--- src/alarm_pkg.sv ---
package alarm_pkg;

  // Sample and register widths
  localparam int DATA_W = 14;
  localparam int REG_W = 16;
  localparam int CNT_W = 8;
  localparam int ACC_W = 24;
  localparam int NSRC = 4;
  localparam int NALM = 2;

  // Register byte offsets
  localparam logic [7:0] MAG1_OFF = 8'h20;
  localparam logic [7:0] MAG2_OFF = 8'h22;
  localparam logic [7:0] SMPL1_OFF = 8'h24;
  localparam logic [7:0] SMPL2_OFF = 8'h26;
  localparam logic [7:0] CTRL_OFF = 8'h28;
  localparam logic [7:0] STATUS_OFF = 8'h3C;

  localparam logic [15:0] REG_RESET = 16'h0000;

  // Writable bits; the rest read as zero
  localparam logic [15:0] MAG_MASK = 16'hBFFF;
  localparam logic [15:0] SMPL_MASK = 16'h00FF;
  localparam logic [15:0] CTRL_MASK = 16'hFF17;

  // Field positions
  localparam int MAG_DIR_BIT = 15;
  localparam int MAG_DATA_MSB = 13;
  localparam int SMPL_MSB = 7;
  localparam int CTRL_SLOPE2_BIT = 15;
  localparam int CTRL_SRC2_LSB = 12;
  localparam int CTRL_SLOPE1_BIT = 11;
  localparam int CTRL_SRC1_LSB = 8;
  localparam int CTRL_FILT_BIT = 4;
  localparam int CTRL_OUT_EN_BIT = 2;
  localparam int CTRL_OUT_POL_BIT = 1;
  localparam int CTRL_OUT_SEL_BIT = 0;
  localparam int STAT_ALM1_BIT = 8;
  localparam int STAT_ALM2_BIT = 9;

  // Source input indices
  localparam int SI_SUPPLY = 0;
  localparam int SI_GYRO = 1;
  localparam int SI_AUX = 2;
  localparam int SI_TEMP = 3;

  typedef enum logic [2:0] {
    SRC_OFF = 3'h0,
    SRC_SUPPLY = 3'h1,
    SRC_GYRO = 3'h2,
    SRC_AUX = 3'h5,
    SRC_TEMP = 3'h6
  } src_sel_t;

  typedef struct packed {
    logic valid;
    logic [DATA_W-1:0] raw;
    logic [DATA_W-1:0] filt;
  } sample_t;

  typedef struct packed {
    logic enable;
    logic slope;
    logic greater;
    logic [DATA_W-1:0] level;
    logic [CNT_W-1:0] count;
  } chan_cfg_t;

endpackage : alarm_pkg

--- src/alarm_channel.sv ---
`timescale 1ns/10ps
module alarm_channel
  import alarm_pkg::*;
(
  // Clock and reset
  input wire logic clk_sys,
  input wire logic srst,
  // Configuration
  input wire chan_cfg_t cfg,
  // Selected source sample
  input wire logic smp_valid,
  input wire logic [DATA_W-1:0] smp_data,
  // One-cycle alarm event
  output logic hit
);

  logic [DATA_W-1:0] prev_reg;
  logic have_prev_reg;
  logic signed [ACC_W-1:0] acc_reg;
  logic [CNT_W-1:0] cnt_reg;
  logic [CNT_W-1:0] n_eff;
  logic signed [ACC_W-1:0] cur_w;
  logic signed [ACC_W-1:0] prev_w;
  logic signed [ACC_W-1:0] level_w;
  logic signed [ACC_W-1:0] n_w;
  logic signed [ACC_W-1:0] thr;
  logic signed [ACC_W-1:0] acc_next;
  logic last;
  logic static_cmp;
  logic slope_cmp;

  // A zero count would close the window on every sample against a zero threshold; treat it as one
  assign n_eff = (cfg.count == '0) ? 8'h01 : cfg.count;
  assign cur_w = {{(ACC_W-DATA_W){smp_data[DATA_W-1]}}, smp_data};
  assign prev_w = {{(ACC_W-DATA_W){prev_reg[DATA_W-1]}}, prev_reg};
  assign level_w = {{(ACC_W-DATA_W){cfg.level[DATA_W-1]}}, cfg.level};
  assign n_w = {{(ACC_W-CNT_W){1'b0}}, n_eff};
  // Sum against level times count avoids a divider for the average
  assign thr = level_w * n_w;
  assign acc_next = acc_reg + (cur_w - prev_w);
  assign last = ({1'b0, cnt_reg} + 9'h001) >= {1'b0, n_eff};
  assign static_cmp = cfg.greater ? (cur_w > level_w) :
                                    (cur_w < level_w);
  assign slope_cmp = cfg.greater ? (acc_next > thr) :
                                   (acc_next < thr);

  always_ff @(posedge clk_sys) begin
    if (srst || !cfg.enable) begin
      prev_reg <= '0;
      have_prev_reg <= 1'b0;
      acc_reg <= '0;
      cnt_reg <= '0;
    end else if (smp_valid) begin
      prev_reg <= smp_data;
      have_prev_reg <= 1'b1;
      if (cfg.slope && have_prev_reg) begin
        if (last) begin
          acc_reg <= '0;
          cnt_reg <= '0;
        end else begin
          acc_reg <= acc_next;
          cnt_reg <= cnt_reg + 8'h01;
        end
      end
    end
  end

  always_ff @(posedge clk_sys) begin
    if (srst) begin
      hit <= 1'b0;
    end else begin
      hit <= cfg.enable && smp_valid &&
             (cfg.slope ? (have_prev_reg && last && slope_cmp)
                        : static_cmp);
    end
  end

  property p_static_hit;
    @(posedge clk_sys) disable iff (srst)
      (cfg.enable && !cfg.slope && smp_valid && static_cmp) |=> hit;
  endproperty
  a_static_hit: assert property (p_static_hit)
    else $error("static compare did not raise alarm");

  property p_hit_needs_sample;
    @(posedge clk_sys) disable iff (srst)
      hit |-> $past(smp_valid) && $past(cfg.enable);
  endproperty
  a_hit_needs_sample: assert property (p_hit_needs_sample)
    else $error("alarm without a fresh sample");

  property p_first_no_delta;
    @(posedge clk_sys) disable iff (srst)
      (cfg.slope && smp_valid && !have_prev_reg) |=> !hit;
  endproperty
  a_first_no_delta: assert property (p_first_no_delta)
    else $error("slope alarm before any delta exists");

  property p_slope_window;
    @(posedge clk_sys) disable iff (srst)
      (cfg.enable && cfg.slope && smp_valid && have_prev_reg && !last)
        |=> !hit && (cnt_reg == $past(cnt_reg) + 8'h01);
  endproperty
  a_slope_window: assert property (p_slope_window)
    else $error("slope window closed early");

  c_slope_hit: cover property (@(posedge clk_sys) disable iff (srst)
    cfg.slope ##1 hit);
  c_static_hit: cover property (@(posedge clk_sys) disable iff (srst)
    !cfg.slope ##1 hit);

endmodule : alarm_channel

--- src/alarm_comparator.sv ---
`timescale 1ns/10ps
module alarm_comparator
  import alarm_pkg::*;
(
  // Clock and reset
  input wire logic clk_sys,
  input wire logic srst,
  // Register port from the serial interface
  input wire logic wr_en,
  input wire logic [7:0] wr_addr,
  input wire logic [1:0] wr_be,
  input wire logic [15:0] wr_data,
  input wire logic rd_en,
  input wire logic [7:0] rd_addr,
  output logic [15:0] rd_data,
  output logic rd_valid,
  // Source samples from the signal chain
  input wire sample_t [NSRC-1:0] src_in,
  // General-purpose pins, enable low while driving
  output logic general_pin_one,
  output logic general_pin_one_oe_n,
  output logic general_pin_two,
  output logic general_pin_two_oe_n,
  // Alarm state
  output logic [NALM-1:0] alarm_flags
);

  logic [15:0] magnitude_reg [NALM];
  logic [15:0] sample_count_reg [NALM];
  logic [15:0] alarm_control_reg;
  logic [NALM-1:0] flags_reg;
  logic [NALM-1:0] hit;
  logic status_rd;

  function automatic logic [15:0] merge(input logic [15:0] old,
                                        input logic [15:0] val,
                                        input logic [1:0] be,
                                        input logic [15:0] mask);
    logic [15:0] r;
    r = old;
    if (be[0]) begin
      r[7:0] = val[7:0];
    end
    if (be[1]) begin
      r[15:8] = val[15:8];
    end
    return r & mask;
  endfunction : merge

  always_ff @(posedge clk_sys) begin
    if (srst) begin
      magnitude_reg[0] <= REG_RESET;
      magnitude_reg[1] <= REG_RESET;
      sample_count_reg[0] <= REG_RESET;
      sample_count_reg[1] <= REG_RESET;
      alarm_control_reg <= REG_RESET;
    end else if (wr_en) begin
      case (wr_addr)
        MAG1_OFF: begin
          magnitude_reg[0] <= merge(magnitude_reg[0], wr_data, wr_be,
                                    MAG_MASK);
        end
        MAG2_OFF: begin
          magnitude_reg[1] <= merge(magnitude_reg[1], wr_data, wr_be,
                                    MAG_MASK);
        end
        SMPL1_OFF: begin
          sample_count_reg[0] <= merge(sample_count_reg[0], wr_data,
                                       wr_be, SMPL_MASK);
        end
        SMPL2_OFF: begin
          sample_count_reg[1] <= merge(sample_count_reg[1], wr_data,
                                       wr_be, SMPL_MASK);
        end
        CTRL_OFF: begin
          alarm_control_reg <= merge(alarm_control_reg, wr_data, wr_be,
                                     CTRL_MASK);
        end
        default: begin
        end
      endcase
    end
  end

  assign status_rd = rd_en && (rd_addr == STATUS_OFF);

  // Read data is registered; unmapped offsets answer zero
  always_ff @(posedge clk_sys) begin
    if (srst) begin
      rd_data <= '0;
      rd_valid <= 1'b0;
    end else begin
      rd_valid <= rd_en;
      case (rd_addr)
        MAG1_OFF: begin
          rd_data <= magnitude_reg[0];
        end
        MAG2_OFF: begin
          rd_data <= magnitude_reg[1];
        end
        SMPL1_OFF: begin
          rd_data <= sample_count_reg[0];
        end
        SMPL2_OFF: begin
          rd_data <= sample_count_reg[1];
        end
        CTRL_OFF: begin
          rd_data <= alarm_control_reg;
        end
        STATUS_OFF: begin
          rd_data <= '0;
          rd_data[STAT_ALM1_BIT] <= flags_reg[0];
          rd_data[STAT_ALM2_BIT] <= flags_reg[1];
        end
        default: begin
          rd_data <= '0;
        end
      endcase
    end
  end

  genvar g;
  generate
    for (g = 0; g < NALM; g++) begin : g_alarm
      logic [2:0] sel;
      logic slope;
      logic use_filt;
      logic smp_valid;
      logic [DATA_W-1:0] smp_data;
      chan_cfg_t cfg;

      if (g == 0) begin : g_first
        assign sel = alarm_control_reg[CTRL_SRC1_LSB +: 3];
        assign slope = alarm_control_reg[CTRL_SLOPE1_BIT];
      end else begin : g_second
        assign sel = alarm_control_reg[CTRL_SRC2_LSB +: 3];
        assign slope = alarm_control_reg[CTRL_SLOPE2_BIT];
      end
      assign use_filt = alarm_control_reg[CTRL_FILT_BIT];

      always_comb begin
        smp_valid = 1'b0;
        smp_data = '0;
        // Inactive codes behave like disable
        case (sel)
          SRC_SUPPLY: begin
            smp_valid = src_in[SI_SUPPLY].valid;
            smp_data = use_filt ? src_in[SI_SUPPLY].filt
                                : src_in[SI_SUPPLY].raw;
          end
          SRC_GYRO: begin
            smp_valid = src_in[SI_GYRO].valid;
            smp_data = use_filt ? src_in[SI_GYRO].filt
                                : src_in[SI_GYRO].raw;
          end
          SRC_AUX: begin
            smp_valid = src_in[SI_AUX].valid;
            smp_data = use_filt ? src_in[SI_AUX].filt
                                : src_in[SI_AUX].raw;
          end
          SRC_TEMP: begin
            smp_valid = src_in[SI_TEMP].valid;
            smp_data = use_filt ? src_in[SI_TEMP].filt
                                : src_in[SI_TEMP].raw;
          end
          default: begin
          end
        endcase
      end

      always_comb begin
        cfg.enable = (sel == SRC_SUPPLY) || (sel == SRC_GYRO) ||
                     (sel == SRC_AUX) || (sel == SRC_TEMP);
        cfg.slope = slope;
        cfg.greater = magnitude_reg[g][MAG_DIR_BIT];
        cfg.level = magnitude_reg[g][MAG_DATA_MSB:0];
        cfg.count = sample_count_reg[g][SMPL_MSB:0];
      end

      alarm_channel alarm_channel_inst (
        .clk_sys(clk_sys),
        .srst(srst),
        .cfg(cfg),
        .smp_valid(smp_valid),
        .smp_data(smp_data),
        .hit(hit[g])
      );
    end
  endgenerate

  // A hit in the same cycle as the status read survives the clear
  always_ff @(posedge clk_sys) begin
    if (srst) begin
      flags_reg <= '0;
    end else if (status_rd) begin
      flags_reg <= hit;
    end else begin
      flags_reg <= flags_reg | hit;
    end
  end

  assign alarm_flags = flags_reg;

  // Pin level follows the flags one cycle later
  always_ff @(posedge clk_sys) begin
    if (srst) begin
      general_pin_one <= 1'b0;
      general_pin_two <= 1'b0;
      general_pin_one_oe_n <= 1'b1;
      general_pin_two_oe_n <= 1'b1;
    end else begin
      general_pin_one <= (|flags_reg) ~^
                         alarm_control_reg[CTRL_OUT_POL_BIT];
      general_pin_two <= (|flags_reg) ~^
                         alarm_control_reg[CTRL_OUT_POL_BIT];
      general_pin_one_oe_n <= !(alarm_control_reg[CTRL_OUT_EN_BIT] &&
                                !alarm_control_reg[CTRL_OUT_SEL_BIT]);
      general_pin_two_oe_n <= !(alarm_control_reg[CTRL_OUT_EN_BIT] &&
                                alarm_control_reg[CTRL_OUT_SEL_BIT]);
    end
  end

  property p_set_wins;
    @(posedge clk_sys) disable iff (srst)
      hit[0] |=> flags_reg[0];
  endproperty
  a_set_wins: assert property (p_set_wins)
    else $error("alarm event lost");

  property p_read_clears;
    @(posedge clk_sys) disable iff (srst)
      // Status contents only stand while the read address still points at it
      (status_rd && hit == '0) |=> flags_reg == '0 ##1
        ($past(rd_addr) != STATUS_OFF || rd_data == '0);
  endproperty
  a_read_clears: assert property (p_read_clears)
    else $error("status read did not clear flags");

  property p_status_bits;
    @(posedge clk_sys) disable iff (srst)
      status_rd |=> rd_valid && rd_data[STAT_ALM2_BIT] == $past(flags_reg[1])
        && rd_data[STAT_ALM1_BIT] == $past(flags_reg[0]);
  endproperty
  a_status_bits: assert property (p_status_bits)
    else $error("status bits misreport alarms");

  property p_pin_route;
    @(posedge clk_sys) disable iff (srst)
      alarm_control_reg[CTRL_OUT_EN_BIT] |=>
        (general_pin_one_oe_n != general_pin_two_oe_n) &&
        (general_pin_two_oe_n == !$past(alarm_control_reg[CTRL_OUT_SEL_BIT]));
  endproperty
  a_pin_route: assert property (p_pin_route)
    else $error("alarm routed to the wrong pin");

  property p_pin_level;
    @(posedge clk_sys) disable iff (srst)
      (|flags_reg && alarm_control_reg[CTRL_OUT_POL_BIT]) |=>
        general_pin_one && general_pin_two;
  endproperty
  a_pin_level: assert property (p_pin_level)
    else $error("active-high alarm pin not high");

  property p_pin_off;
    @(posedge clk_sys) disable iff (srst)
      !alarm_control_reg[CTRL_OUT_EN_BIT] |=>
        general_pin_one_oe_n && general_pin_two_oe_n;
  endproperty
  a_pin_off: assert property (p_pin_off)
    else $error("alarm pin driven while disabled");

  c_read_clear: cover property (@(posedge clk_sys) disable iff (srst)
    flags_reg[1] ##1 status_rd ##1 !flags_reg[1]);
  c_pin_two: cover property (@(posedge clk_sys) disable iff (srst)
    !general_pin_two_oe_n && |flags_reg);
  c_both: cover property (@(posedge clk_sys) disable iff (srst)
    flags_reg == 2'h3);

endmodule : alarm_comparator

--- config.mk ---
export PLATFORM = sky130hd
export DESIGN_NAME = alarm_comparator
export DESIGN_NICKNAME = d
export VERILOG_FILES = /design/src/alarm_pkg.sv /design/src/alarm_channel.sv /design/src/alarm_comparator.sv
export SDC_FILE = /design/constraint.sdc
export NUM_CORES = 1
export LEC_CHECK = 0
export BUFFER_PORTS_ARGS = -buffer_cell sky130_fd_sc_hd__buf_2
export CAP_MARGIN = 20
export CORE_UTILIZATION = 65
export DETAILED_ROUTE_END_ITERATION = 10
export GPL_TIMING_DRIVEN = 0
export MAX_ROUTING_LAYER = met4
export PLACE_DENSITY = 0.85
export SLEW_MARGIN = 20
export SYNTH_ARGS = -nofsm -noshare
export SYNTH_HDL_FRONTEND = slang
export SYNTH_HIERARCHICAL = 1
export SYNTH_SLANG_ARGS = --single-unit
export TNS_END_PERCENT = 1
--- constraint.sdc ---
create_clock -name clk_sys -period 15.7 [get_ports clk_sys]
set_input_delay 0.785 -clock clk_sys [delete_from_list [all_inputs] [get_ports clk_sys]]
set_output_delay 0.785 -clock clk_sys [all_outputs]
set_load 0.05 [all_outputs]
## Yosys cells after proc, flatten, opt, wreduce, memory -nomap -nowiden

Memory sizes are Yosys's and may differ from the RTL's.
Cells that the tools add are included.
Widths: inputs -> output; s select.

| storage, ports and cells | value |
|---|---|
| flip-flop bits (word level) | 130 |
| bits in writable memories | 46 |
| input bits | 154 |
| output and inout port bits | 23 |
| word-level logic and storage cells | 166 |
| memories | 2 |

| operators by class | value |
|---|---|
| $add $sub $neg | 8 |
| $mul | 2 |
| magnitude comparators | 10 |
| equality and inequality tests | 19 |
| mux-type cells | 68 |
| bitwise operators | 6 |
| reduce and logical (&&, ||, !) cells | 33 |

Memories:

| memory | depth | bits a word | rd ports | clocked after Yosys merged registers in | write ports | RTL line | RTL |
|---|---|---|---|---|---|---|---|
| magnitude_reg | 2 | 15 | 2 | 0 | 2 | alarm_comparator.sv:28 | `logic [15:0] magnitude_reg [NALM];` |
| sample_count_reg | 2 | 8 | 2 | 0 | 2 | alarm_comparator.sv:29 | `logic [15:0] sample_count_reg [NALM];` |

Operators with widths:

| cell | number |
|---|---|
| $mux 8 | 30 |
| $pmux 14 s4 | 2 |
| $pmux 16 s6 | 1 |
| $eq 8x6->1 const B | 11 |
| $mux 14 | 4 |
| $add 24x24->24 | 2 |
| $gt 24x24->1 | 2 |
| $lt 24x24->1 | 2 |
| $mux 24 | 2 |
| $mul 14x9->23 | 2 |
| $mux 15 | 2 |
| $sub 14x14->15 | 2 |
| $gt 14x14->1 | 2 |
| $lt 14x14->1 | 2 |
| $mux 1 | 24 |
| $add 8x1->9 const B | 2 |
| $ge 9x8->1 | 2 |
| $add 8x1->8 const B | 2 |
| $logic_not 8->1 | 2 |
| $logic_and 1x1->1 | 13 |
| $eq 3x3->1 const B | 4 |
| $logic_or 1x1->1 | 8 |
| $pmux 1 s4 | 2 |
| $eq 3x1->1 const B | 2 |
| 9 further kinds | 19 |

## Longest topological paths before layout

Gate-level depths: netlist (run 1).

| logic depth | value |
|---|---|
| depth in word-level cells | 9 |
| depth in mapped cells | 32 |
| mapped depth without buffers | 31 |

## Modules after synthesis

Netlist (run 1), hierarchy kept.

By module, submodules not included:

| module | instances | cells an instance | area each (um^2) | seq. area each (um^2) |
|---|---|---|---|---|
| alarm_channel at g_alarm[0].alarm_channel_inst | 1 | 1094 | 8839.7 | 960.9 |
| alarm_channel at g_alarm[1].alarm_channel_inst | 1 | 1087 | 8783.4 | 960.9 |
| alarm_comparator | 1 | 398 | 5066.1 | 2062.0 |

## Least setup slack after synthesis (run 1)

OpenSTA, ideal clock, no wires.

| timing | value |
|---|---|
| path type | reg2reg |
| start | memory sample_count_reg[0][5] in the netlist's numbering |
| end | register g_alarm[0].alarm_channel_inst.hit |
| library setup time | 132 ps |
| arrival | 6725 ps |
| required time | 15568 ps |
| slack | 8843 ps |
| cell stages (with the launch flop) | 30 |
| path buffers | 1 |
| clock period less this slack | 6857 ps |
| cell sequence | edfxtp_1 nor4_1 a41o_1 buf_1 nand2_1 fa_1 inv_1 fa_1 fa_1 inv_1 fa_1 inv_1 ha_1 a21o_1 a21o_1 a21oi_2 or4b_1 and2_4 a2111oi_4 o21bai_1 a21oi_1 xor2_1 ha_1 a21o_1 a21o_1 a21oi_1 o221ai_1 a21oi_1 mux2i_1 a21oi_1 |

RTL lines:

| element | RTL line | RTL |
|---|---|---|
| start: declaration | alarm_comparator.sv:29 |  |
| end signal: assignment | alarm_channel.sv:72 | `hit <= cfg.enable && smp_valid &&` |
| end: declaration | alarm_channel.sv:14 | `output logic hit` |

==> results of run 1 <==
==> report_power, final <==
part	total [mW]	switching [mW]	internal [mW]
Combinational	1.69	0.987	0.705
Clock	0.436	0.200	0.236
Sequential	0.486	0.0143	0.471
==> layout make-up <==
cell class,instances,share of cell area [%]
buffer,87,1.63
clock buffer,17,1.72
clock inverter,15,0.648
inverter,507,7.70
multi-input combinational,1809,66.3
sequential,176,16.1
tap,455,2.30
timing repair buffer,175,3.54
==> final timing paths <==
path / endpoint / slack (ns)
max: g_alarm[1].alarm_channel_inst/hit$_SDFF_PP0_ / 7.00
min: g_alarm[1].alarm_channel_inst/acc_reg[12]$_SDFFE_PP0P_ / 0.45
max reg2reg: g_alarm[1].alarm_channel_inst/hit$_SDFF_PP0_ / 7.00
min reg2reg: g_alarm[1].alarm_channel_inst/acc_reg[12]$_SDFFE_PP0P_ / 0.45
==> per-layer routing <==
metal	track usage, %	routed length [um]
met5	-	0
met4	21.0	3880
met3	6.54	5760
met2	64.2	32200
met1	46.4	24600
==> critical path: cells and delay by family, from the launching register on <==
| kind | cells | cell delay (ns) |
|---|---|---|
| AO/OA/AOI/OAI | 11 | 2.96 |
| XOR/XNOR | 2 | 0.36 |
| adder cells (fa/ha/maj) | 6 | 2.83 |
| buffers and inverters | 4 | 0.64 |
| flip-flops | 1 | 0.53 |
| AND/OR/NAND/NOR | 4 | 1.19 |
==> stage by stage <==
step	area, um^2	util (%)	worst slack (ns)	hold slack, ns	std cells
2_1_floorplan	22700	-	8.84	0.402	2579
3_3_place_gp	24100	70.0	7.33	0.433	3209
3_5_place_dp	24100	70.0	7.25	0.437	3209
4_1_cts	24700	71.7	7.21	0.454	3241
5_1_grt	24700	71.7	6.76	0.469	3241
6_report	24700	71.7	7.00	0.453	3241
==> synthesized netlist by cell type, drive strengths merged (26+ instances only) <==
master | instances | area, um^2
clkbuf | 53 | 199
nand4 | 31 | 194
a21o | 55 | 413
nand2 | 157 | 589
a21oi | 144 | 728
mux4 | 48 | 1080
dfxtp | 130 | 2600
ha | 236 | 2950
nor2 | 239 | 897
mux2i | 40 | 400
inv | 507 | 1900
o21ai | 56 | 284
xor2 | 39 | 342
xnor2 | 63 | 552
and2 | 44 | 278
fa | 226 | 4520
nor2b | 26 | 163
edfxtp | 46 | 1380
buf | 34 | 204
nand3 | 81 | 405
==> cells by family after synthesis <==
logic type                 Yosys count
and+or+nand+nor                    689
muxes                              108
xor gates and xnor gates           102
buffers and inverters              594
DFF                                176
adders and majority gates          462
AOI/OAI and AO/OA                  448
==> key figures, run 1 <==
Synthesis
  • Sequential area share after synthesis: 17.6%
  • Compound-Gate Fraction of Synth Area: 13.3%
  • Synthesized Nets: 3,195
  • Adder-cell share of the synthesized area: 33.0%
  • Main combinational cell family by area after synthesis: adder cells
  • Predominant post-synthesis flop cell: dfxtp_1
  • Post-Synthesis Cell Area: 22,700 um^2
  • Post-synthesis mux area share: 7.52%
  • Yosys cell types: 83
  • Mapped Cells: 2,579
  • Ys async rst share: 0%
  • Synth Area in XOR/XNOR: 3.94%
  • Syn Area/Cell: 8.80 um^2
  • YS warnings: 6
  • Synthesized-area fraction occupied by and/or/nand/nor cells: 14.6%
  • Number of synthesized flops with an enable pin: 46
  • Seq cells post-synth: 176

STA
  • Max-slew headroom: 34.9%
  • Setup TNS: 0 ns
  • Maximum clock frequency: 0.115 GHz
  • Clock Skews: 0.0133 ns
  • Period utilization: 55.4%
  • Final hold violation count: 0
  • Max Slew Vio Count: 0
  • Unrepaired setup endpoints after global routing: no
  • Worst-Margin Slew: 0.976 ns
  • Final setup fails: 0
  • Period minus WS final: 8.70 ns

Global routing
  • Largest net degree at the start of global routing: 17
  • First-pass GRT wire length: 105,000 um
  • Gr ovfl total: 0
  • Vias in the first global route: 20,128
  • Overall Global Routing Usage: 39.3%
  • Initial antenna violation count: 0

Finish
  • Layout cell share with drive strength beyond 1: 11.6%
  • Multi-input gate area: 16,400 um^2
  • Most frequent cells in the layout: inv_1 (507), nor2_1 (239), ha_1 (236), fa_1 (226), buf_2 (189)
  • Area delta synth->final: 8.95%
  • Fill cells: 2,661
  • ANT cells: 0
  • Nets: 3,389
  • Leading cell type in the layout, fill and taps excluded: inv_1
  • Max reg flops: 48
  • Storage cell area: 3980 um^2

Worst setup path
  • R2R Path Start: sample_count_reg[0][13]$_SDFFCE_PN0P_
  • Slowest library cell on the worst path: edfxtp_1
  • Critical Path Fanout Max: 10
  • Crit Path Category: flip-flop to flip-flop
  • CP startpoint: sample_count_reg[0][13]$_SDFFCE_PN0P_
  • Worst setup EP type: flip-flop
  • Crit path DAT: 8.99 ns
  • Crit path required time: 15.99 ns
  • Crit path largest cell delay: 0.53 ns
  • Most used cell, CP: fa_1
  • Worst R2R Path Depth: 27
  • Startpoint types: flip-flop

Pwr
  • Pwr dens: 106 nW/um^2
  • Total power: 2.61 mW
  • Lkg Pwr: 11.6 nW
  • Max IR drop VDD: 0.000177 V

Clock tree
  • Hold buffers post-CTS: 0
  • Clock sink total: 176
  • Max Buffers Root-to-Sink: 2
  • Root Buffer: clkbuf_16
  • Post-cts resize count: 0
  • Clock transition at path regs: 0.07 ns
  • Setup Buffers After CTS: 0
  • Cts bufs inserted: 17
  • H-Tree Depth: 4
  • CTS tree: done
  • Clock latency on the worst-skew pair: 0.46 ns

Outcome
  • Status: finished clean

Routing
  • Via count of the routed design: 19,958
  • Antenna Violating Nets Remaining: 0
  • Initial DRC Count: 1,867
  • 1st-pass router iterations: 6
  • Vias per cell: 6.16
  • Post-Route WL: 66,500 um
  • Post-route DRC violation count: 0
  • Drt wl/cell: 20.5 um

Hold path
  • Hold Path Depth: 2
  • Min-delay src: g_alarm[1].alarm_channel_inst/acc_reg[12]$_SDFFE_PP0P_
  • Worst hold path type: flip-flop to flip-flop

Floorplanning
  • # rows: 68
  • Die Y: 189 um
  • Die X: 189 um
  • IO Count: 177
  • Core ar.: 34,500 um^2
  • Die ar.: 35,700 um^2
  • Starting Density: 65.8%

Placement
  • DP Wirelength: 54,700 um
  • RD Place Congestion: 0.978
  • PortBufs: 175

Job
  • Max Cap Violations: 0
No activity file was read; power rests on OpenSTA's default activity.
==> inputs of run 2 (changes only) <==
--- a/config.mk
+++ b/config.mk
@@ -5,13 +5,14 @@
 export SDC_FILE = /design/constraint.sdc
 export NUM_CORES = 1
 export LEC_CHECK = 0
+export ABC_AREA = 1
 export BUFFER_PORTS_ARGS = -buffer_cell sky130_fd_sc_hd__buf_2
 export CAP_MARGIN = 20
-export CORE_UTILIZATION = 65
+export CORE_UTILIZATION = 57
 export DETAILED_ROUTE_END_ITERATION = 10
 export GPL_TIMING_DRIVEN = 0
 export MAX_ROUTING_LAYER = met4
-export PLACE_DENSITY = 0.85
+export PLACE_DENSITY = 0.79
 export SLEW_MARGIN = 20
 export SYNTH_ARGS = -nofsm -noshare
 export SYNTH_HDL_FRONTEND = slang
==> constraint.sdc (replaced) <==
create_clock -name clk_sys -period 7.2 [get_ports clk_sys]
set_input_delay 0.36 -clock clk_sys [delete_from_list [all_inputs] [get_ports clk_sys]]
set_output_delay 0.36 -clock clk_sys [all_outputs]
set_load 0.05 [all_outputs]
==> run 2 against run 1 <==
  * Setup slack lost 6.6 ns
  * Register-to-register slack lost 6.6 ns
  * Core utilization shrank 8.1 points
  * Highest routed layer unchanged
  * Synthesized area grew 4.2%
  * Clock power grew 130%
  * Worst hold slack lost 0.26 ns
  * First-iteration DRC count grew 2.7%
==> key figures, run 2 <==
Outcome
  • Status: finished clean

Synthesis
  • Yosys cell types: 48 (-42%)
  • Sequential area share after synthesis: 16.9% (-0.70 points)
  • Area share of the largest cell type after synthesis: 19.1% (-0.80 points)
  • Ys async rst share: 0% (unchanged)
  • Post-synth top cells: inv_1 (839), nand2_1 (771), ha_1 (236)
  • Number of synthesized flops with an enable pin: 46 (unchanged)
  • Seq cells post-synth: 176 (unchanged)
  • Syn Area/Cell: 7.02 um^2 (-20%)
  • Leading area contributor after synthesis: fa_1
  • Main area contributors after synthesis: fa_1 (19%), inv_1 (13%), ha_1 (12%)
  • Predominant post-synthesis flop cell: dfxtp_1
  • Count leader, synth: inv_1
  • Mapped Cells: 3,367 (+31%)
  • Synthesized Nets: 3,983 (+25%)
  • Post-Synthesis Cell Area: 23,600 um^2 (+4.2%)
  • YS warnings: 6 (unchanged)

Placement
  • Inst Count DP: 4,076 (+27%)
  • DP Wirelength: 54,000 um (-1.4%)
  • PortBufs: 176 (+0.57%)
  • RD Place Congestion: 0.981 (+0.26%)

Floorplanning
  • Die ar.: 42,300 um^2 (+19%)
  • Die Y: 206 um (+8.9%)
  • IO Count: 177 (unchanged)
  • # rows: 74 (+8.8%)
  • Core ar.: 40,800 um^2 (+18%)
  • Die X: 206 um (+8.9%)
  • Starting Density: 57.9% (-8.0 points)

Worst setup path
  • Crit path DAT: 7.28 ns (-1.71 ns)
  • Delay-heaviest family, CP: adder cells
  • Crit path required time: 7.64 ns (-8.35 ns)
  • WP depth: 37 (+37%)
  • Crit Path Category: flip-flop to flip-flop
  • Startpoint types: flip-flop
  • Critical Path Fanout Max: 10 (unchanged)
  • Crit path largest cell delay: 0.54 ns (about the same)
  • Worst setup EP type: flip-flop
  • Slowest library cell on the worst path: edfxtp_1
  • Worst R2R Path Depth: 37 (+37%)
  • Most used cell, CP: nand2_1
  • CP Buf/Inv Count: 8 (+4)

STA
  • Setup TNS: 0 ns (unchanged)
  • Period utilization: 95.0% (+40 points)
  • Clock Skews: 0.0129 ns (-0.000431 ns)
  • Period minus WS final: 6.84 ns (-1.86 ns)
  • Unrepaired setup endpoints after global routing: yes
  • Final setup fails: 0 (unchanged)
  • Worst hold slack: 0.189 ns (-0.265 ns)
  • Final hold violation count: 0 (unchanged)
  • Maximum clock frequency: 0.146 GHz (+27%)
  • Max Slew Vio Count: 0 (unchanged)
  • Worst-Margin Slew: 1.07 ns (+0.0976 ns)
  • Max-slew headroom: 27.6% (-7.3 points)

Finish
  • Layout cell share with drive strength beyond 1: 8.30% (-3.3 points)
  • Max reg flops: 48 (unchanged)
  • Leading cell type in the layout, fill and taps excluded: inv_1
  • Fill cells: 3,747 (+41%)
  • Nets: 4,195 (+24%)
  • Fin cells: 4,126 (+27%)
  • Most frequent cells in the layout: inv_1 (838), nand2_1 (770), ha_1 (235), a21oi_1 (226), fa_1 (222)
  • Area delta synth->final: 9.95%

Routing
  • Post-route DRC violation count: 0 (unchanged)
  • Via count of the routed design: 21,834 (+9.4%)
  • 1st-pass router iterations: 6 (unchanged)
  • Vias per cell: 5.29 (-14%)
  • Post-Route WL: 65,100 um (-2.1%)
  • Antenna Violating Nets Remaining: 0 (unchanged)
  • Initial DRC Count: 1,918 (+2.7%)
  • Drt wl/cell: 15.8 um (-23%)

Pwr
  • Max IR drop VDD: 0.000459 V (+160%)
  • Lkg Pwr: 14.3 nW (+23%)
  • Pwr dens: 224 nW/um^2 (+110%)
  • Total power: 5.83 mW (+120%)

Global routing
  • Largest net degree at the start of global routing: 21 (+4)
  • Initial antenna violation count: 2 (+2)
  • Gr ovfl total: 0 (unchanged)
  • Vias in the first global route: 20,676 (+2.7%)
  • Overall Global Routing Usage: 32.7% (-6.5 points)
  • First-pass GRT wire length: 104,000 um (-0.33%)

Hold path
  • Hold Path Depth: 3 (+1)
  • Worst hold path type: input pin to flip-flop

Clock tree
  • Hold buffers post-CTS: 0 (unchanged)
  • CTS tree: done
  • Clock latency on the worst-skew pair: 0.49 ns (+0.03 ns)
  • H-Tree Depth: 4 (unchanged)
  • Clock transition at path regs: 0.08 ns (about the same)
  • Cts bufs inserted: 17 (unchanged)
  • Max Buffers Root-to-Sink: 2 (unchanged)
  • Clock sink total: 176 (unchanged)
  • Root Buffer: clkbuf_16

Job
  • Max Cap Violations: 0 (unchanged)
-- run 2: cell count changes in the layout (fill, tap and decap cells not counted), sizes merged, moves of 38 or more --
cell	previous run	this run
o22ai	6	54
mux2i	40	2
and2	44	4
o21ai	56	146
mux4	48	0
a21o	55	17
a21oi	144	230
nand2	157	777
inv	511	850
-- run 2: what timing repair did --
| action | in CTS | in global routing |
|---|---|---|
| pin swaps | 0 | 2 |
| gates cloned | 0 | 0 |
| gates resized for setup | 1 | 15 |
| endpoints found under the setup margin | 1 | 2 |
| setup buffers | 0 | 17 |
-- run 2: per-layer routing --
metal	vias up	routed length, um	track usage, %
met5	-	0	-
met4	0	3210	16.7
met3	163	4700	5.24
met2	773	30400	51.9
met1	10158	26800	40.3
li1	10740	-	-
-- run 2: logic make-up after synthesis --
family          count (synthesis)  share of synthesized area [%]
buf+inv                       949                           15.6
mux                             2                         0.0847
flops                         176                           16.9
compound gates                493                           11.5
fa+ha+maj                     462                           31.6
simple gates                 1189                           20.8
xor+xnor                       96                           3.56
-- run 2: final cells by class --
cell class	instances	area [um^2]	share of cell area (%)
flip-flops and latches	176	3980	15.3
inverters	844	3170	12.2
plain buffers	104	508	1.95
diodes	2	5.00	0.0193
multi-input cells	2242	16000	61.6
clock inverters	15	210	0.809
repair buffers	194	1010	3.90
well taps	532	666	2.56
clock buffers	17	425	1.64
-- run 2: worst register-to-register path: cells and delay by family (launching register included) --
family,cells,cell delay (ns)
simple gates,18,1.97
fa+ha+maj,6,2.61
buf+inv,8,0.78
flops,1,0.54
compound gates,4,0.70
xor+xnor,1,0.20
-- run 2: worst paths after layout --
check | from | endpoint | slack (ns)
min reg2reg | g_alarm[0].alarm_channel_inst/hit$_SDFF_PP0_ | alarm_flags[0]$_SDFF_PP0_ | 0.46
min | rd_en | rd_valid$_SDFF_PP0_ | 0.19
max | sample_count_reg[0][5]$_SDFFCE_PN0P_ | g_alarm[0].alarm_channel_inst/hit$_SDFF_PP0_ | 0.36
max reg2reg | sample_count_reg[0][5]$_SDFFCE_PN0P_ | g_alarm[0].alarm_channel_inst/hit$_SDFF_PP0_ | 0.36
-- run 2: per-stage QoR --
| stage | area [um^2] | setup WS, ns | util, % |
|---|---|---|---|
| finish | 26000 | 0.360 | 63.6 |
| global placement | 25200 | -0.281 | 61.7 |
| CTS | 25800 | 0.0229 | 63.2 |
| detailed placement | 25200 | -0.314 | 61.7 |
| global route | 26000 | -0.0929 | 63.6 |
| floorplan | 23600 | 1.02 | - |
-- run 2: report_power, final --
part	internal [mW]	switching, mW
Sequential	1.03	0.0155
Clock	0.509	0.508
Combinational	1.46	2.32
